## src/hw/gpe_pkg.sv

```systemverilog
package gpe_pkg;

    // ********************************************************
    // Register map
    // ********************************************************
    localparam logic [11:0] GPE_CTL_OFFSET = 12'h35C;
    localparam logic [11:0] GPE_STS_OFFSET = 12'h360;
    localparam logic [11:0] GPE_PIN_OFFSET = 12'h364;

    // ********************************************************
    // Field positions
    // ********************************************************
    localparam int GPE_POL_BIT = 0;
    localparam int GPE_P2_EN_BIT = 2;
    localparam int GPE_P3_EN_BIT = 3;
    localparam int GPE_P2_STS_BIT = 1;
    localparam int GPE_P3_STS_BIT = 2;
    localparam int GPE_ALT_BIT = 0;

    // ********************************************************
    // Reset values
    // ********************************************************
    localparam logic [31:0] GPE_CTL_RESET = 32'h0000_0000;
    localparam logic [31:0] GPE_STS_RESET = 32'h0000_0000;
    localparam logic GPE_ALT_RESET = 1'b0;
    localparam int GPE_NUM_PORTS = 2;

    // ********************************************************
    // Sticky control fields
    // ********************************************************
    typedef struct packed {
        logic port3_event_redirect_enable;
        logic port2_event_redirect_enable;
        logic event_polarity_invert;
    } gpe_ctl_t;

    // Regular notification requests and the notifications passed on
    typedef struct packed {
        logic intx;
        logic msi;
        logic pme;
    } gpe_notify_t;

endpackage

```

## src/hw/gpe_top.sv

```systemverilog
`timescale 1ns/1ps
`default_nettype none

// Function
// - Polarity bit selects low or high active
// - Port 2 redirect suppresses notifications, drives event
// - Port 3 redirect suppresses notifications, drives event
// - Event appears on pin 7 alternate only
// - Status bit 1 shows port 2 event
// - Status bit 2 shows port 3 event
// - No status without redirect enable
module gpe_top
    import gpe_pkg::*;
(
    // APB clock and fundamental reset
    input wire logic pclk,
    input wire logic presetn,
    // Non-fundamental reset, spares the sticky bits
    input wire logic hot_reset_n,
    // APB slave
    input wire logic psel,
    input wire logic penable,
    input wire logic pwrite,
    input wire logic [11:0] paddr,
    input wire logic [31:0] pwdata,
    input wire logic [3:0] pstrb,
    output logic [31:0] prdata,
    output logic pready,
    output logic pslverr,
    // Hot-plug events from ports 2 and 3, asynchronous levels
    input wire logic [GPE_NUM_PORTS-1:0] hp_event,
    // Regular notification requests per port
    input wire gpe_notify_t p2_notify_req,
    input wire gpe_notify_t p3_notify_req,
    // Notifications passed on
    output gpe_notify_t p2_notify,
    output gpe_notify_t p3_notify,
    // Pin 7 alternate function
    output logic general_event_output,
    output logic gpio7_alt_active
);

    // ********************************************************
    // Register state
    // ********************************************************
    gpe_ctl_t ctl_q;
    gpe_ctl_t ctl_d;
    logic alt_q;
    logic alt_d;
    logic [31:0] rdata_q;
    logic [31:0] rdata_d;
    logic err_q;
    logic err_d;
    logic hot_q1;
    logic hot_q2;
    logic [GPE_NUM_PORTS-1:0] ev_sync;
    logic [GPE_NUM_PORTS-1:0] ev_status;
    logic [GPE_NUM_PORTS-1:0] redir;
    logic access;
    logic wr;
    logic hit_ctl;
    logic hit_sts;
    logic hit_pin;
    logic any_event;
    logic [31:0] ctl_word;
    logic [31:0] sts_word;
    logic [31:0] pin_word;

    // ********************************************************
    // Input synchronisers
    // ********************************************************
    for (genvar i = 0; i < GPE_NUM_PORTS; i++) begin : g_sync
        gpe_sync u_sync (
            .pclk(pclk),
            .presetn(presetn),
            .d(hp_event[i]),
            .q(ev_sync[i])
        );
    end

    // Hot reset is asynchronous to pclk, used synchronously
    always_ff @(posedge pclk or negedge presetn) begin
        if (!presetn) begin
            hot_q1 <= 1'b1;
            hot_q2 <= 1'b1;
        end else begin
            hot_q1 <= hot_reset_n;
            hot_q2 <= hot_q1;
        end
    end

    // ********************************************************
    // Per-port redirect
    // ********************************************************
    assign redir = {ctl_q.port3_event_redirect_enable,
                    ctl_q.port2_event_redirect_enable};

    gpe_port u_port2 (
        .pclk(pclk),
        .presetn(presetn),
        .redirect_en(redir[0]),
        .hp_event(ev_sync[0]),
        .notify_req(p2_notify_req),
        .notify_out(p2_notify),
        .event_status(ev_status[0])
    );

    gpe_port u_port3 (
        .pclk(pclk),
        .presetn(presetn),
        .redirect_en(redir[1]),
        .hp_event(ev_sync[1]),
        .notify_req(p3_notify_req),
        .notify_out(p3_notify),
        .event_status(ev_status[1])
    );

    // ********************************************************
    // APB decode
    // ********************************************************
    assign access = psel & penable;
    assign wr = access & pwrite;
    assign hit_ctl = (paddr == GPE_CTL_OFFSET);
    assign hit_sts = (paddr == GPE_STS_OFFSET);
    assign hit_pin = (paddr == GPE_PIN_OFFSET);

    always_comb begin
        ctl_word = GPE_CTL_RESET;
        ctl_word[GPE_POL_BIT] = ctl_q.event_polarity_invert;
        ctl_word[GPE_P2_EN_BIT] = ctl_q.port2_event_redirect_enable;
        ctl_word[GPE_P3_EN_BIT] = ctl_q.port3_event_redirect_enable;
        sts_word = GPE_STS_RESET;
        // Status follows redirect, never without it
        sts_word[GPE_P2_STS_BIT] = ev_status[0] & redir[0];
        sts_word[GPE_P3_STS_BIT] = ev_status[1] & redir[1];
        pin_word = 32'h0000_0000;
        pin_word[GPE_ALT_BIT] = alt_q;
    end

    // ********************************************************
    // Register writes and read data
    // ********************************************************
    always_comb begin
        ctl_d = ctl_q;
        alt_d = alt_q;
        rdata_d = rdata_q;
        err_d = 1'b0;
        if (wr && hit_ctl && pstrb[0]) begin
            ctl_d.event_polarity_invert = pwdata[GPE_POL_BIT];
            ctl_d.port2_event_redirect_enable = pwdata[GPE_P2_EN_BIT];
            ctl_d.port3_event_redirect_enable = pwdata[GPE_P3_EN_BIT];
        end
        if (wr && hit_pin && pstrb[0]) begin
            alt_d = pwdata[GPE_ALT_BIT];
        end
        if (access && !pwrite) begin
            rdata_d = 32'h0000_0000;
            if (hit_ctl) begin
                rdata_d = ctl_word;
            end else if (hit_sts) begin
                rdata_d = sts_word;
            end else if (hit_pin) begin
                rdata_d = pin_word;
            end
        end
        // Unmapped or status write answers with an error
        if (access && !(hit_ctl || hit_pin || (hit_sts && !pwrite))) begin
            err_d = 1'b1;
        end
    end

    // Sticky control: only the fundamental reset clears it
    always_ff @(posedge pclk or negedge presetn) begin
        if (!presetn) begin
            ctl_q <= '0;
        end else begin
            ctl_q <= ctl_d;
        end
    end

    // Pin mux select is not sticky, hot reset clears it
    always_ff @(posedge pclk or negedge presetn) begin
        if (!presetn) begin
            alt_q <= GPE_ALT_RESET;
        end else if (!hot_q2) begin
            alt_q <= GPE_ALT_RESET;
        end else begin
            alt_q <= alt_d;
        end
    end

    always_ff @(posedge pclk or negedge presetn) begin
        if (!presetn) begin
            rdata_q <= 32'h0000_0000;
            err_q <= 1'b0;
        end else begin
            rdata_q <= rdata_d;
            err_q <= err_d;
        end
    end

    // Read data comes straight from the word; held copy only
    // keeps the port stable between transfers
    assign prdata = (access && !pwrite) ? rdata_d : rdata_q;
    assign pready = 1'b1;
    assign pslverr = access & err_d;

    // ********************************************************
    // Event pin
    // ********************************************************
    logic pin_q;
    logic pin_d;

    always_comb begin
        any_event = |(ev_status & redir);
        // Deasserted level when pin is not in alternate function
        pin_d = ctl_q.event_polarity_invert
              ? (alt_q & any_event)
              : ~(alt_q & any_event);
    end

    always_ff @(posedge pclk or negedge presetn) begin
        if (!presetn) begin
            pin_q <= 1'b1;
        end else begin
            pin_q <= pin_d;
        end
    end

    assign general_event_output = pin_q;
    assign gpio7_alt_active = alt_q;

endmodule

`default_nettype wire

```

## src/hw/gpe_sync.sv

```systemverilog
`timescale 1ns/1ps
`default_nettype none

module gpe_sync
    import gpe_pkg::*;
(
    // Clock and reset
    input wire logic pclk,
    input wire logic presetn,
    // Data
    input wire logic d,
    output logic q
);

    logic meta_q;
    logic meta_d;
    logic q_d;
    logic out_q;

    always_comb begin
        meta_d = d;
        q_d = meta_q;
    end

    always_ff @(posedge pclk or negedge presetn) begin
        if (!presetn) begin
            meta_q <= 1'b0;
            out_q <= 1'b0;
        end else begin
            meta_q <= meta_d;
            out_q <= q_d;
        end
    end

    assign q = out_q;

endmodule

`default_nettype wire

```

## src/hw/gpe_port.sv

```systemverilog
`timescale 1ns/1ps
`default_nettype none

module gpe_port
    import gpe_pkg::*;
(
    // Clock and reset
    input wire logic pclk,
    input wire logic presetn,
    // Control
    input wire logic redirect_en,
    input wire logic hp_event,
    input wire gpe_notify_t notify_req,
    // Results
    output gpe_notify_t notify_out,
    output logic event_status
);

    logic status_q;
    logic status_d;
    gpe_notify_t notify_q;
    gpe_notify_t notify_d;

    always_comb begin
        // Redirected port loses its message notifications
        notify_d = redirect_en ? '0 : notify_req;
        // Status only while redirected and event pending
        status_d = redirect_en & hp_event;
    end

    always_ff @(posedge pclk or negedge presetn) begin
        if (!presetn) begin
            status_q <= 1'b0;
            notify_q <= '0;
        end else begin
            status_q <= status_d;
            notify_q <= notify_d;
        end
    end

    assign notify_out = notify_q;
    assign event_status = status_q;

endmodule

`default_nettype wire

```

## config.mk

```make
export PLATFORM = sky130hd
export DESIGN_NAME = gpe_top
export DESIGN_NICKNAME = d
export VERILOG_FILES = /design/src/hw/gpe_pkg.sv /design/src/hw/gpe_top.sv /design/src/hw/gpe_sync.sv /design/src/hw/gpe_port.sv
export SDC_FILE = /design/constraint.sdc
export NUM_CORES = 1
export LEC_CHECK = 0
export BUFFER_PORTS_ARGS = -buffer_cell sky130_fd_sc_hd__buf_2
export CAP_MARGIN = 10
export CORE_MARGIN = 10
export CORE_UTILIZATION = 43
export CTS_CLUSTER_DIAMETER = 150
export CTS_CLUSTER_SIZE = 28
export DETAILED_ROUTE_END_ITERATION = 12
export GPL_TIMING_DRIVEN = 0
export PLACE_DENSITY = 0.78
export SLEW_MARGIN = 20
export SYNTH_ARGS = -nofsm -noshare
export SYNTH_HDL_FRONTEND = slang
export SYNTH_SLANG_ARGS = --single-unit
```

## constraint.sdc

```tcl
create_clock -name pclk -period 1.6 [get_ports pclk]
set_input_delay 0.08 -clock pclk [delete_from_list [all_inputs] [get_ports pclk]]
set_output_delay 0.08 -clock pclk [all_outputs]
set_load 0.05 [all_outputs]
```

==> metrics.txt, run 1 <==
clk root buf clkbuf_8; maximum VDD drop slightly above 0.0006 V; Max FO, Critical Path 5; Slew @ Worst Pin approximately 0.6 ns; pwr dens just over 900 mW/mm2; PnR worst setup slack -0.0163 ns; critical path launch point type input port; Yosys warning total 0; detailed-router iteration count before antenna repair 4; Yosys cell types 31; Worst setup endpoint prdata[2]; CTS tree done; Setup crit end kind output port; DIE AREA ~0.0074 mm2; Worst EP required roughly 1.5 ns; fin crit share 101%; post-synthesis compound-gate area fraction 3.89%; initial drt markers 15; fill cell count around 340; critical path class in2out; largest area contributor in the netlist dfrtp_1; unrepaired setup endpoints after global routing yes; CTS clock-pin slew for the worst setup and hold paths about 0.090 ns; failing checks setup timing; total grt overflow 0; gpl congestion approximately 0.76; Routed WL per cell about 15 um; Vias/cell about 4.6; Layout Cell Area excl Fill 0.00257 mm2; IO Count 104; Max Freq around 0.62 GHz; All-Layer GR Usage between 10% and 20%; Port Buffers 70; Die Wd ~86 um; Setup Skew a little under 0.009 ns; crit path time final approximately 1.6 ns; clock sinks 51; total wire length around 4200 um; Pins Over Slew Limit 0; Cells after Synth roughly 140; reg2reg setup slack around 0.53 ns; max-cap violations 0; Synth async-reset ratio 100%; status finished, violations left; ANT nets after route 0; xor and xnor area share after synthesis less than 1%; vias post-DR between 1000 and 1500; Area contributors post-synth dfrtp_1 (64%), and2_1 (10%), dfstp_2 (4.2%); Critical Path Start paddr[1]; final hold vios 0; maximum root-to-sink buffer count 2; Setup TNS -0.0163 ns; sequential-to-total area share from yosys stat slightly below 70%; synthesis-to-finish area growth 37.9%; number of diodes 0; Static Leak ~0.0014 uW; Slew HR 59.9%; Initial Util approximately 46%; Placed Area around 0.0023 mm2; worst slack at placement -0.113 ns; overall power between 2000 and 2500 uW; largest net degree at the start of global routing between 50 and 60; Die H around 86 um; syn_nets 198; HP Class in2reg; Critical Path AT approximately 1.5 ns; mapped cell area ~0.0019 mm2; Hold Path Depth 2; DRC 0; mux cell area share after synthesis 2.42%; worst-skew pair later-pin latency about 0.3 ns; share of cells above drive strength 1 between 40% and 50%; Worst Reg-to-Reg Cells 4; H-tree Lvls 2; Rows 23; Synth top area share ~64%; core area slightly above 0.004 mm2; CTS Buf Count 5; fin util a little over three fifths; FF+latch count, synth between 50 and 60; adder-cell share of the synthesized area 0%; combinational family with the most area after synthesis simple AND/OR/NAND/NOR gates; Synth Flop Type dfrtp_1; Post-layout nets 286; Synth Area in Simple Gates 23.0%; Post-synth EDFFs 0; dpl hpwl a little over 3000 um; reg-to-reg startpoint ctl_q[1]$_DFFE_PN0P_; Avg Cell Area, Syn ~14 um2; setup violators final 1; first-pass GRT wire length just under 7000 um; vias in the first global route 1436; Worst R2R End rdata_q[2]$_DFF_PN0_; initial antenna violation count 0
==> worst max-delay path, cell delays in order <==
cell,delay [ns]
buf_6,0.09
or4_4,0.58
nor2_8,0.17
nand3_4,0.12
o41ai_4,0.29
buf_6,0.22
==> power by group <==
group	internal (uW)	switching, uW	total, uW
sequential	1310	4.32	1310
clock	474	427	901
combinational	64.0	108	172
==> sequential cells by signal, indices dropped and copies added (netlist names) <==
name,flops
rdata_q,32
ctl_q,3
u_port2.notify_out,3
u_port3.notify_out,3
g_sync.u_sync.meta_q,2
g_sync.u_sync.q,2
general_event_output,1
gpio7_alt_active,1
hot_q1,1
hot_q2,1
u_port2.event_status,1
u_port3.event_status,1
==> cell usage after synthesis, types with 2 or more instances <==
master,instances
dfrtp_1,48
and2_1,30
nand2_1,11
nor2b_1,7
nor2_1,4
clkbuf_1,3
dfstp_2,3
mux2_4,3
o21ai_0,3
inv_1,2
nand3_1,2
==> logic make-up after synthesis <==
family                    count (synthesis)
AOI/OAI and AO/OA                         9
buffers and inverters                     6
xor gates and xnor gates                  1
muxes                                     3
DFF                                      51
other                                     1
and+or+nand+nor                          65
==> through the flow <==
| step | hold WS [ns] | instances |
|---|---|---|
| floorplan | -0.216 | 136 |
| global route | 0.00807 | 275 |
| finish | 0.0151 | 275 |
| CTS | 0.00100 | 273 |
| detailed placement | 0.189 | 256 |
| global placement | 0.185 | 256 |
==> layout make-up <==
type | instances | area, um2 | area share [%]
inverters | 2 | 7.51 | 0.292
multi-input cells | 79 | 596 | 23.2
clock inverters | 3 | 47.5 | 1.85
repair buffers | 81 | 488 | 19.0
well taps | 50 | 62.6 | 2.43
clock buffers | 5 | 68.8 | 2.68
flip-flops and latches | 51 | 1280 | 49.9
plain buffers | 4 | 18.8 | 0.730
==> what timing repair did <==
action,4_1_cts,5_1_grt
hold endpoints to repair,25,1
setup buffers,0,1
setup endpoints to repair,3,4
cloned,0,0
hold buffers,9,1
gates resized for setup,7,3
==> cells in the final DEF, fill, tap and decap left out, types with 2 or more instances in the layout <==
master,count
buf_6,4
clkbuf_1,3
nand3_4,2
o21ai_2,2
nand3_1,2
buf_4,3
dfrtp_2,2
nor2_1,4
dlygate4sd3_1,10
clkbuf_8,5
buf_2,64
and2_1,30
mux2_4,3
dfstp_2,3
nor2b_1,7
nand2_1,11
inv_1,2
dfrtp_1,46
==> worst min-delay path by stage <==
stage                          start                           endpoint  slack (ns)
finish              p3_notify_req[0]    u_port3.notify_out[0]$_DFF_PN0_        0.02
global route               pwdata[0]               ctl_q[0]$_DFFE_PN0P_       0.008
CTS                        pwdata[3]               ctl_q[2]$_DFFE_PN0P_       0.001
detailed placement       hp_event[0]  g_sync[0].u_sync.meta_q$_DFF_PN0_        0.19
global placement         hot_reset_n                   hot_q1$_DFF_PN1_        0.19
floorplan                    presetn               ctl_q[0]$_DFFE_PN0P_       -0.22
==> metal layers <==
layer / GRT usage (%) / part of all wire, % / up-vias
li1: - / - / 626
met1: 11.1 / 37 / 601
met2: 21.3 / 54 / 40
met3: 6.72 / 8.0 / 2
met4: 4.04 / 0.55 / 0
met5: 0 / 0 / -
Note: power is estimated with default switching activity, not from simulation.
==> run 2: changes to the inputs <==
CORE_UTILIZATION = 47   (was 43)
PLACE_DENSITY = 0.84   (was 0.78)
clock period = 2.1 ns   (was 1.6 ns; I/O delays follow)
==> run 2 against run 1 <==
Against the previous run:
- the run now ends clean
- setup slack better by 0.30 ns
- hold slack better by 0.0039 ns
- clock skew rose by 0.0012 ns
- utilization up 2.4 points
- critical endpoint unchanged
- highest routed layer unchanged
==> metrics.txt, run 2 (synthesis gave the netlist of run 1 again) <==
total grt overflow 0 (unchanged); HP Class in2reg; met1 usage 13.6% (+2.5 points); Pins Over Slew Limit 0 (unchanged); Routed WL per cell 14.8 um (-2.7%); first-pass GRT wire length 6570 um (-5.4%); most frequent cells in the layout buf_2 (69), dfrtp_1 (48), and2_1 (30); clk root buf clkbuf_8; Post-layout nets 279 (-2.4%); Setup crit end kind output port; most flop-heavy register rdata_q; crit path time final 1.82 ns; Worst EP required 2.00 ns (+0.48 ns); synthesis-to-finish area growth 31.1%; max reg flops 32 (unchanged); total wire length 3930 um (-5.9%); IO Count 104 (unchanged); initial drt markers 55 (+40); CTS tree done; share of cells above drive strength 1 42.7% (-1.3 points); H-tree Lvls 2 (unchanged); Cell Count, Final, Fillers Out 266 (-3.3%); Hold Path Depth 2 (unchanged); fill cell count 309 (-8.0%); CTS Buf Count 5 (unchanged); gpl congestion 0.741 (-2.2%); cell count after placement 254 (-0.78%); Worst Reg-to-Reg Cells 3 (-1); Slew HR 60.1% (+0.19 points); core area 0.00374 mm2 (-8.4%); Final Hold Slack 0.0190 ns (+0.00389 ns); initial antenna violation count 0 (unchanged); Setup Skew 0.00988 ns (+0.00121 ns); unrepaired setup endpoints after global routing no; final hold vios 0 (unchanged); Rows 22 (-4.3%); critical path launch point type input port; Static Leak 0.00137 uW (-2.7%); Critical Path AT 1.72 ns (+0.18 ns); Port Buffers 70 (unchanged); footprint of the multi-input gates 569 um2 (-4.4%); Initial Util 49.8% (+4.2 points); most common cell after layout, fill and taps aside buf_2; clock sinks 51 (unchanged); fin util 65.3% (+2.4 points); maximum VDD drop 0.000595 V (-4.4%); worst-skew pair later-pin latency 0.31 ns (about the same); Setup TNS 0 ns (+0.0163 ns); All-Layer GR Usage 11.7% (-0.20 points); GR peak layer met2; grt met2 use 18.2% (-3.1 points); Register Area 0.00128 mm2 (-0.19%); worst slack at placement 0.273 ns (+0.387 ns); vias in the first global route 1342 (-6.5%); Vias/cell 4.55 (-1.4%); PnR worst setup slack 0.279 ns (+0.296 ns); GR Layer Usage met3 5.18% (-1.5 points); Slew @ Worst Pin 0.599 ns (-0.00292 ns); fin crit share about 87%; DRC 0 (unchanged); max-cap violations 0 (unchanged); Max FO, Critical Path 5 (unchanged); detailed-router iteration count before antenna repair 4 (unchanged); ANT nets after route 0 (unchanged); Die Wd 83.0 um (-3.3%); Max Freq 0.549 GHz; status finished, final reports clean; number of diodes 0 (unchanged); pwr dens 735 mW/mm2 (-21%); DIE AREA 0.00689 mm2 (-6.6%); maximum root-to-sink buffer count 2 (unchanged); largest net degree at the start of global routing 52 (unchanged); critical path class in2out; setup violators final 0 (-1); vias post-DR 1210 (-4.6%); Die H 83.0 um (-3.3%); CTS clock-pin slew for the worst setup and hold paths 0.09 ns (about the same)
[run 2: cell count changes in the layout (fill, tap and decap cells not counted), moves of 2 or more]
cell	change
buf_2	+5
dfrtp_1	+2
buf_6	-4
o21ai_2	-2
o21ai_1	+3
dfrtp_2	-2
dlygate4sd3_1	-6
[run 2: per-stage QoR]
| step | power, uW | instance area (um2) |
|---|---|---|
| 2_1_floorplan | 1070 | 1880 |
| 3_3_place_gp | 1130 | 2290 |
| 3_5_place_dp | 1130 | 2290 |
| 4_1_cts | 1820 | 2430 |
| 5_1_grt | 1870 | 2440 |
| 6_report | 1800 | 2440 |
[run 2: per-layer routing]
layer / vias up / routed length, um
met5: - / 0
met4: 0 / 55
met3: 5 / 262
met2: 39 / 1940
met1: 563 / 1670
li1: 603 / -
[run 2: area by class of cell]
cell class,instances,share of cell area [%]
plain buffers,4,0.768
clock buffers,5,2.81
clock inverters,3,1.94
inverters,2,0.307
multi-input cells,79,23.3
flip-flops and latches,51,52.4
well taps,48,2.46
repair buffers,74,16.1
[run 2: report_power, final]
part,switching (uW),leakage (uW),internal [uW]
logic,78.4,0.000636,40.3
clock network,320,0.0000587,361
registers,2.81,0.000679,994
total,401,0.00137,1400
[run 2: timing repair]
| item | in CTS | in global routing |
|---|---|---|
| resized for setup | 0 | 0 |
| setup buffers | 0 | 0 |
| hold buffers | 3 | 1 |
| hold endpoints to repair | 3 | 48 |
[run 2: critical path: stages]
cell     delay (ns)
buf_2          0.09
or4_4          0.58
nor2_8         0.15
nand3_2        0.14
o41ai_4        0.32
buf_2          0.33
[run 2: path summary, 6_finish.rpt]
check                                                  start                              end  slack, ns
max                                                 paddr[1]                        prdata[2]       0.28
min                                         p3_notify_req[2]  u_port3.notify_out[2]$_DFF_PN0_       0.02
max reg2reg                             ctl_q[1]$_DFFE_PN0P_             rdata_q[1]$_DFF_PN0_       0.98
min reg2reg                g_sync[0].u_sync.meta_q$_DFF_PN0_     g_sync[0].u_sync.q$_DFF_PN0_       0.35
max in group asynchronous                            presetn             rdata_q[2]$_DFF_PN0_       1.35
min in group asynchronous                            presetn            rdata_q[12]$_DFF_PN0_       0.33
==> run 3: changes to the inputs <==
CELL_PAD_IN_SITES_DETAIL_PLACEMENT = 1   (was unset)
CELL_PAD_IN_SITES_GLOBAL_PLACEMENT = 1   (was unset)
CORE_UTILIZATION = 35   (was 47)
PLACE_DENSITY = unset   (was 0.84)
PLACE_DENSITY_LB_ADDON = 0.1   (was unset)
==> run 3 against run 2 <==
Against the previous run:
- power decreased by 9.0%
- utilization shrank 18 points
- hold slack gained 0.012 ns
- design area is 0.31% lower
- register-to-register slack about the same
- final cell count increased by 8.3%
- largest cell class unchanged
==> metrics.txt, run 3 (synthesis gave the netlist of run 1 again) <==
status finished, final reports clean; Register Area 0.00128 mm2 (unchanged); All-Layer GR Usage 10.9% (-0.80 points); Max Freq 0.541 GHz (-1.5%); Routed WL per cell 15.5 um (+4.7%); Worst R2R End rdata_q[1]$_DFF_PN0_; unrepaired setup endpoints after global routing no; Rows 26 (+18%); switching share of total power 22.4% (+0.049 points); Worst Hold End u_port3.notify_out[1]$_DFF_PN0_; Critical Path AT 1.74 ns (+0.02 ns); footprint of the multi-input gates 569 um2 (unchanged); GR peak layer met2; fill cell count 586 (+90%); DIE AREA 0.00865 mm2 (+26%); post-CTS setup buffer count 0 (unchanged); GR Layer Usage met3 5.36% (+0.18 points); Worst EP required 2.00 ns (about the same); initial drt markers 45 (-18%); total wire length 4450 um (+13%); critical path launch point type input port; H-tree Lvls 2 (unchanged); Post-layout nets 279 (unchanged); ANT nets after route 0 (unchanged); Reg power frac 61.0% (+5.5 points); Max FO, Critical Path 5 (unchanged); crit path time final 1.85 ns (+0.0270 ns); grt met2 use 18.1% (-0.12 points); most flop-heavy register rdata_q; PnR worst setup slack 0.252 ns (-0.0270 ns); CTS Buf Count 5 (unchanged); DRC 0 (unchanged); most frequent cells in the layout buf_2 (69), dfrtp_1 (48), and2_1 (30); gpl congestion 0.767 (+3.6%); Slew @ Worst Pin 0.625 ns (+0.0264 ns); reg2reg setup slack 0.98 ns (about the same); core area 0.00514 mm2 (+37%); clk root buf clkbuf_8; worst slack at placement 0.241 ns (-0.0328 ns); Psw 366 uW (-8.8%); maximum root-to-sink buffer count 2 (unchanged); first-pass GRT wire length 7520 um (+15%); max-cap violations 0 (unchanged); final hold vios 0 (unchanged); Initial Util 36.3% (-14 points); Setup crit end kind output port; dpl hpwl roughly 3500 um; min-delay src p3_notify_req[1]; most common cell after layout, fill and taps aside buf_2; critical path class in2out; Slew HR 58.3% (-1.8 points); Vias/cell 4.40 (-3.4%); CTS tree done; clock sinks 51 (unchanged); setup violators final 0 (unchanged); initial antenna violation count 0 (unchanged); Hold Path Depth 2 (unchanged); maximum VDD drop 0.000395 V (-34%); HP Class in2reg; pwr dens 670 mW/mm2 (-8.8%); share of cells above drive strength 1 41.7% (-0.92 points); IO Count 104 (unchanged); Worst Reg-to-Reg Cells 3 (unchanged); total grt overflow 0 (unchanged); number of diodes 0 (unchanged); Setup Skew 0.00385 ns (-0.00603 ns); worst-skew pair later-pin latency 0.29 ns (-0.02 ns); vias in the first global route 1520 (+13%); CTS clock-pin slew for the worst setup and hold paths 0.08 ns (about the same); largest net degree at the start of global routing 52 (unchanged); reg-to-reg startpoint ctl_q[1]$_DFFE_PN0P_; Static Leak 0.00136 uW (-1.2%); met1 usage 11.8% (-1.8 points); Die Wd 93.0 um (+12%); max reg flops 32 (unchanged); Pint 1270 uW (-9.1%); Die H 93.0 um (+12%); Setup TNS 0 ns (unchanged); vias post-DR 1266 (+4.6%); Port Buffers 70 (unchanged); fin crit share 88.0% (+1.3 points); Pins Over Slew Limit 0 (unchanged); logic gate share of total power 7.4% (+0.8 points); detailed-router iteration count before antenna repair 4 (unchanged); synthesis-to-finish area growth 30.7%; clock network power share 31.6% (-6.3 points)
## run 3: cell types whose count changed in the layout (fill, tap and decap cells not counted)
cell and change:
bufinv_16 -1, clkbuf_1 +2, clkinv_2 +1, clkinv_4 -1
inv_6 -1
## run 3: worst max path at each step
stage,start,to,slack (ns)
5_1_grt,paddr[1],prdata[2],0.18
3_5_place_dp,paddr[1],prdata[2],0.24
2_1_floorplan,paddr[1],rdata_q[3]$_DFF_PN0_,0.14
4_1_cts,paddr[1],prdata[2],0.24
3_3_place_gp,paddr[1],prdata[2],0.27
6_report,paddr[1],prdata[2],0.25
## run 3: power groups by stage
stage	Combinational, uW	Clock, uW	Sequential, uW
after floorplan	30.8	0	1040
after global placement	113	0	1020
after detailed placement	119	0	1020
after CTS	123	551	998
after global routing	135	600	999
final	121	516	997
## run 3: worst max-delay path, cell delays in order
cell and delay (ns):
buf_2 0.10, or4_4 0.58, nor2_8 0.16, nand3_2 0.14
o41ai_4 0.32, buf_2 0.33
## run 3: area by class of cell
| type | count | share of cell area, % |
|---|---|---|
| sequential | 51 | 52.5 |
| inverter | 2 | 0.308 |
| clock buffer | 7 | 3.13 |
| timing repair buffer | 74 | 16.1 |
| tap | 70 | 3.59 |
| clock inverter | 1 | 0.205 |
| buffer | 4 | 0.770 |
| multi-input combinational | 79 | 23.4 |
## run 3: metal layers
metal | wire length [um] | vias to the layer above
li1 | - | 602
met1 | 1710 | 609
met2 | 2210 | 49
met3 | 465 | 6
met4 | 60 | 0
met5 | 0 | -
## run 3: what timing repair did
item | 4_1_cts | 5_1_grt
hold buffers | 3 | 1
endpoints found under the hold margin | 3 | 48
resized for setup | 0 | 0
## run 3: per-stage QoR
step                utilization, %  instances  instance area, um2  power [uW]  hold slack, ns
floorplan                        -        136                1880        1070          -0.191
global placement              45.0        276                2310        1130           0.211
detailed placement            45.0        276                2310        1140           0.216
CTS                           47.2        287                2420        1670          0.0161
global route                  47.4        288                2440        1730          0.0307
finish                        47.4        288                2440        1630          0.0312
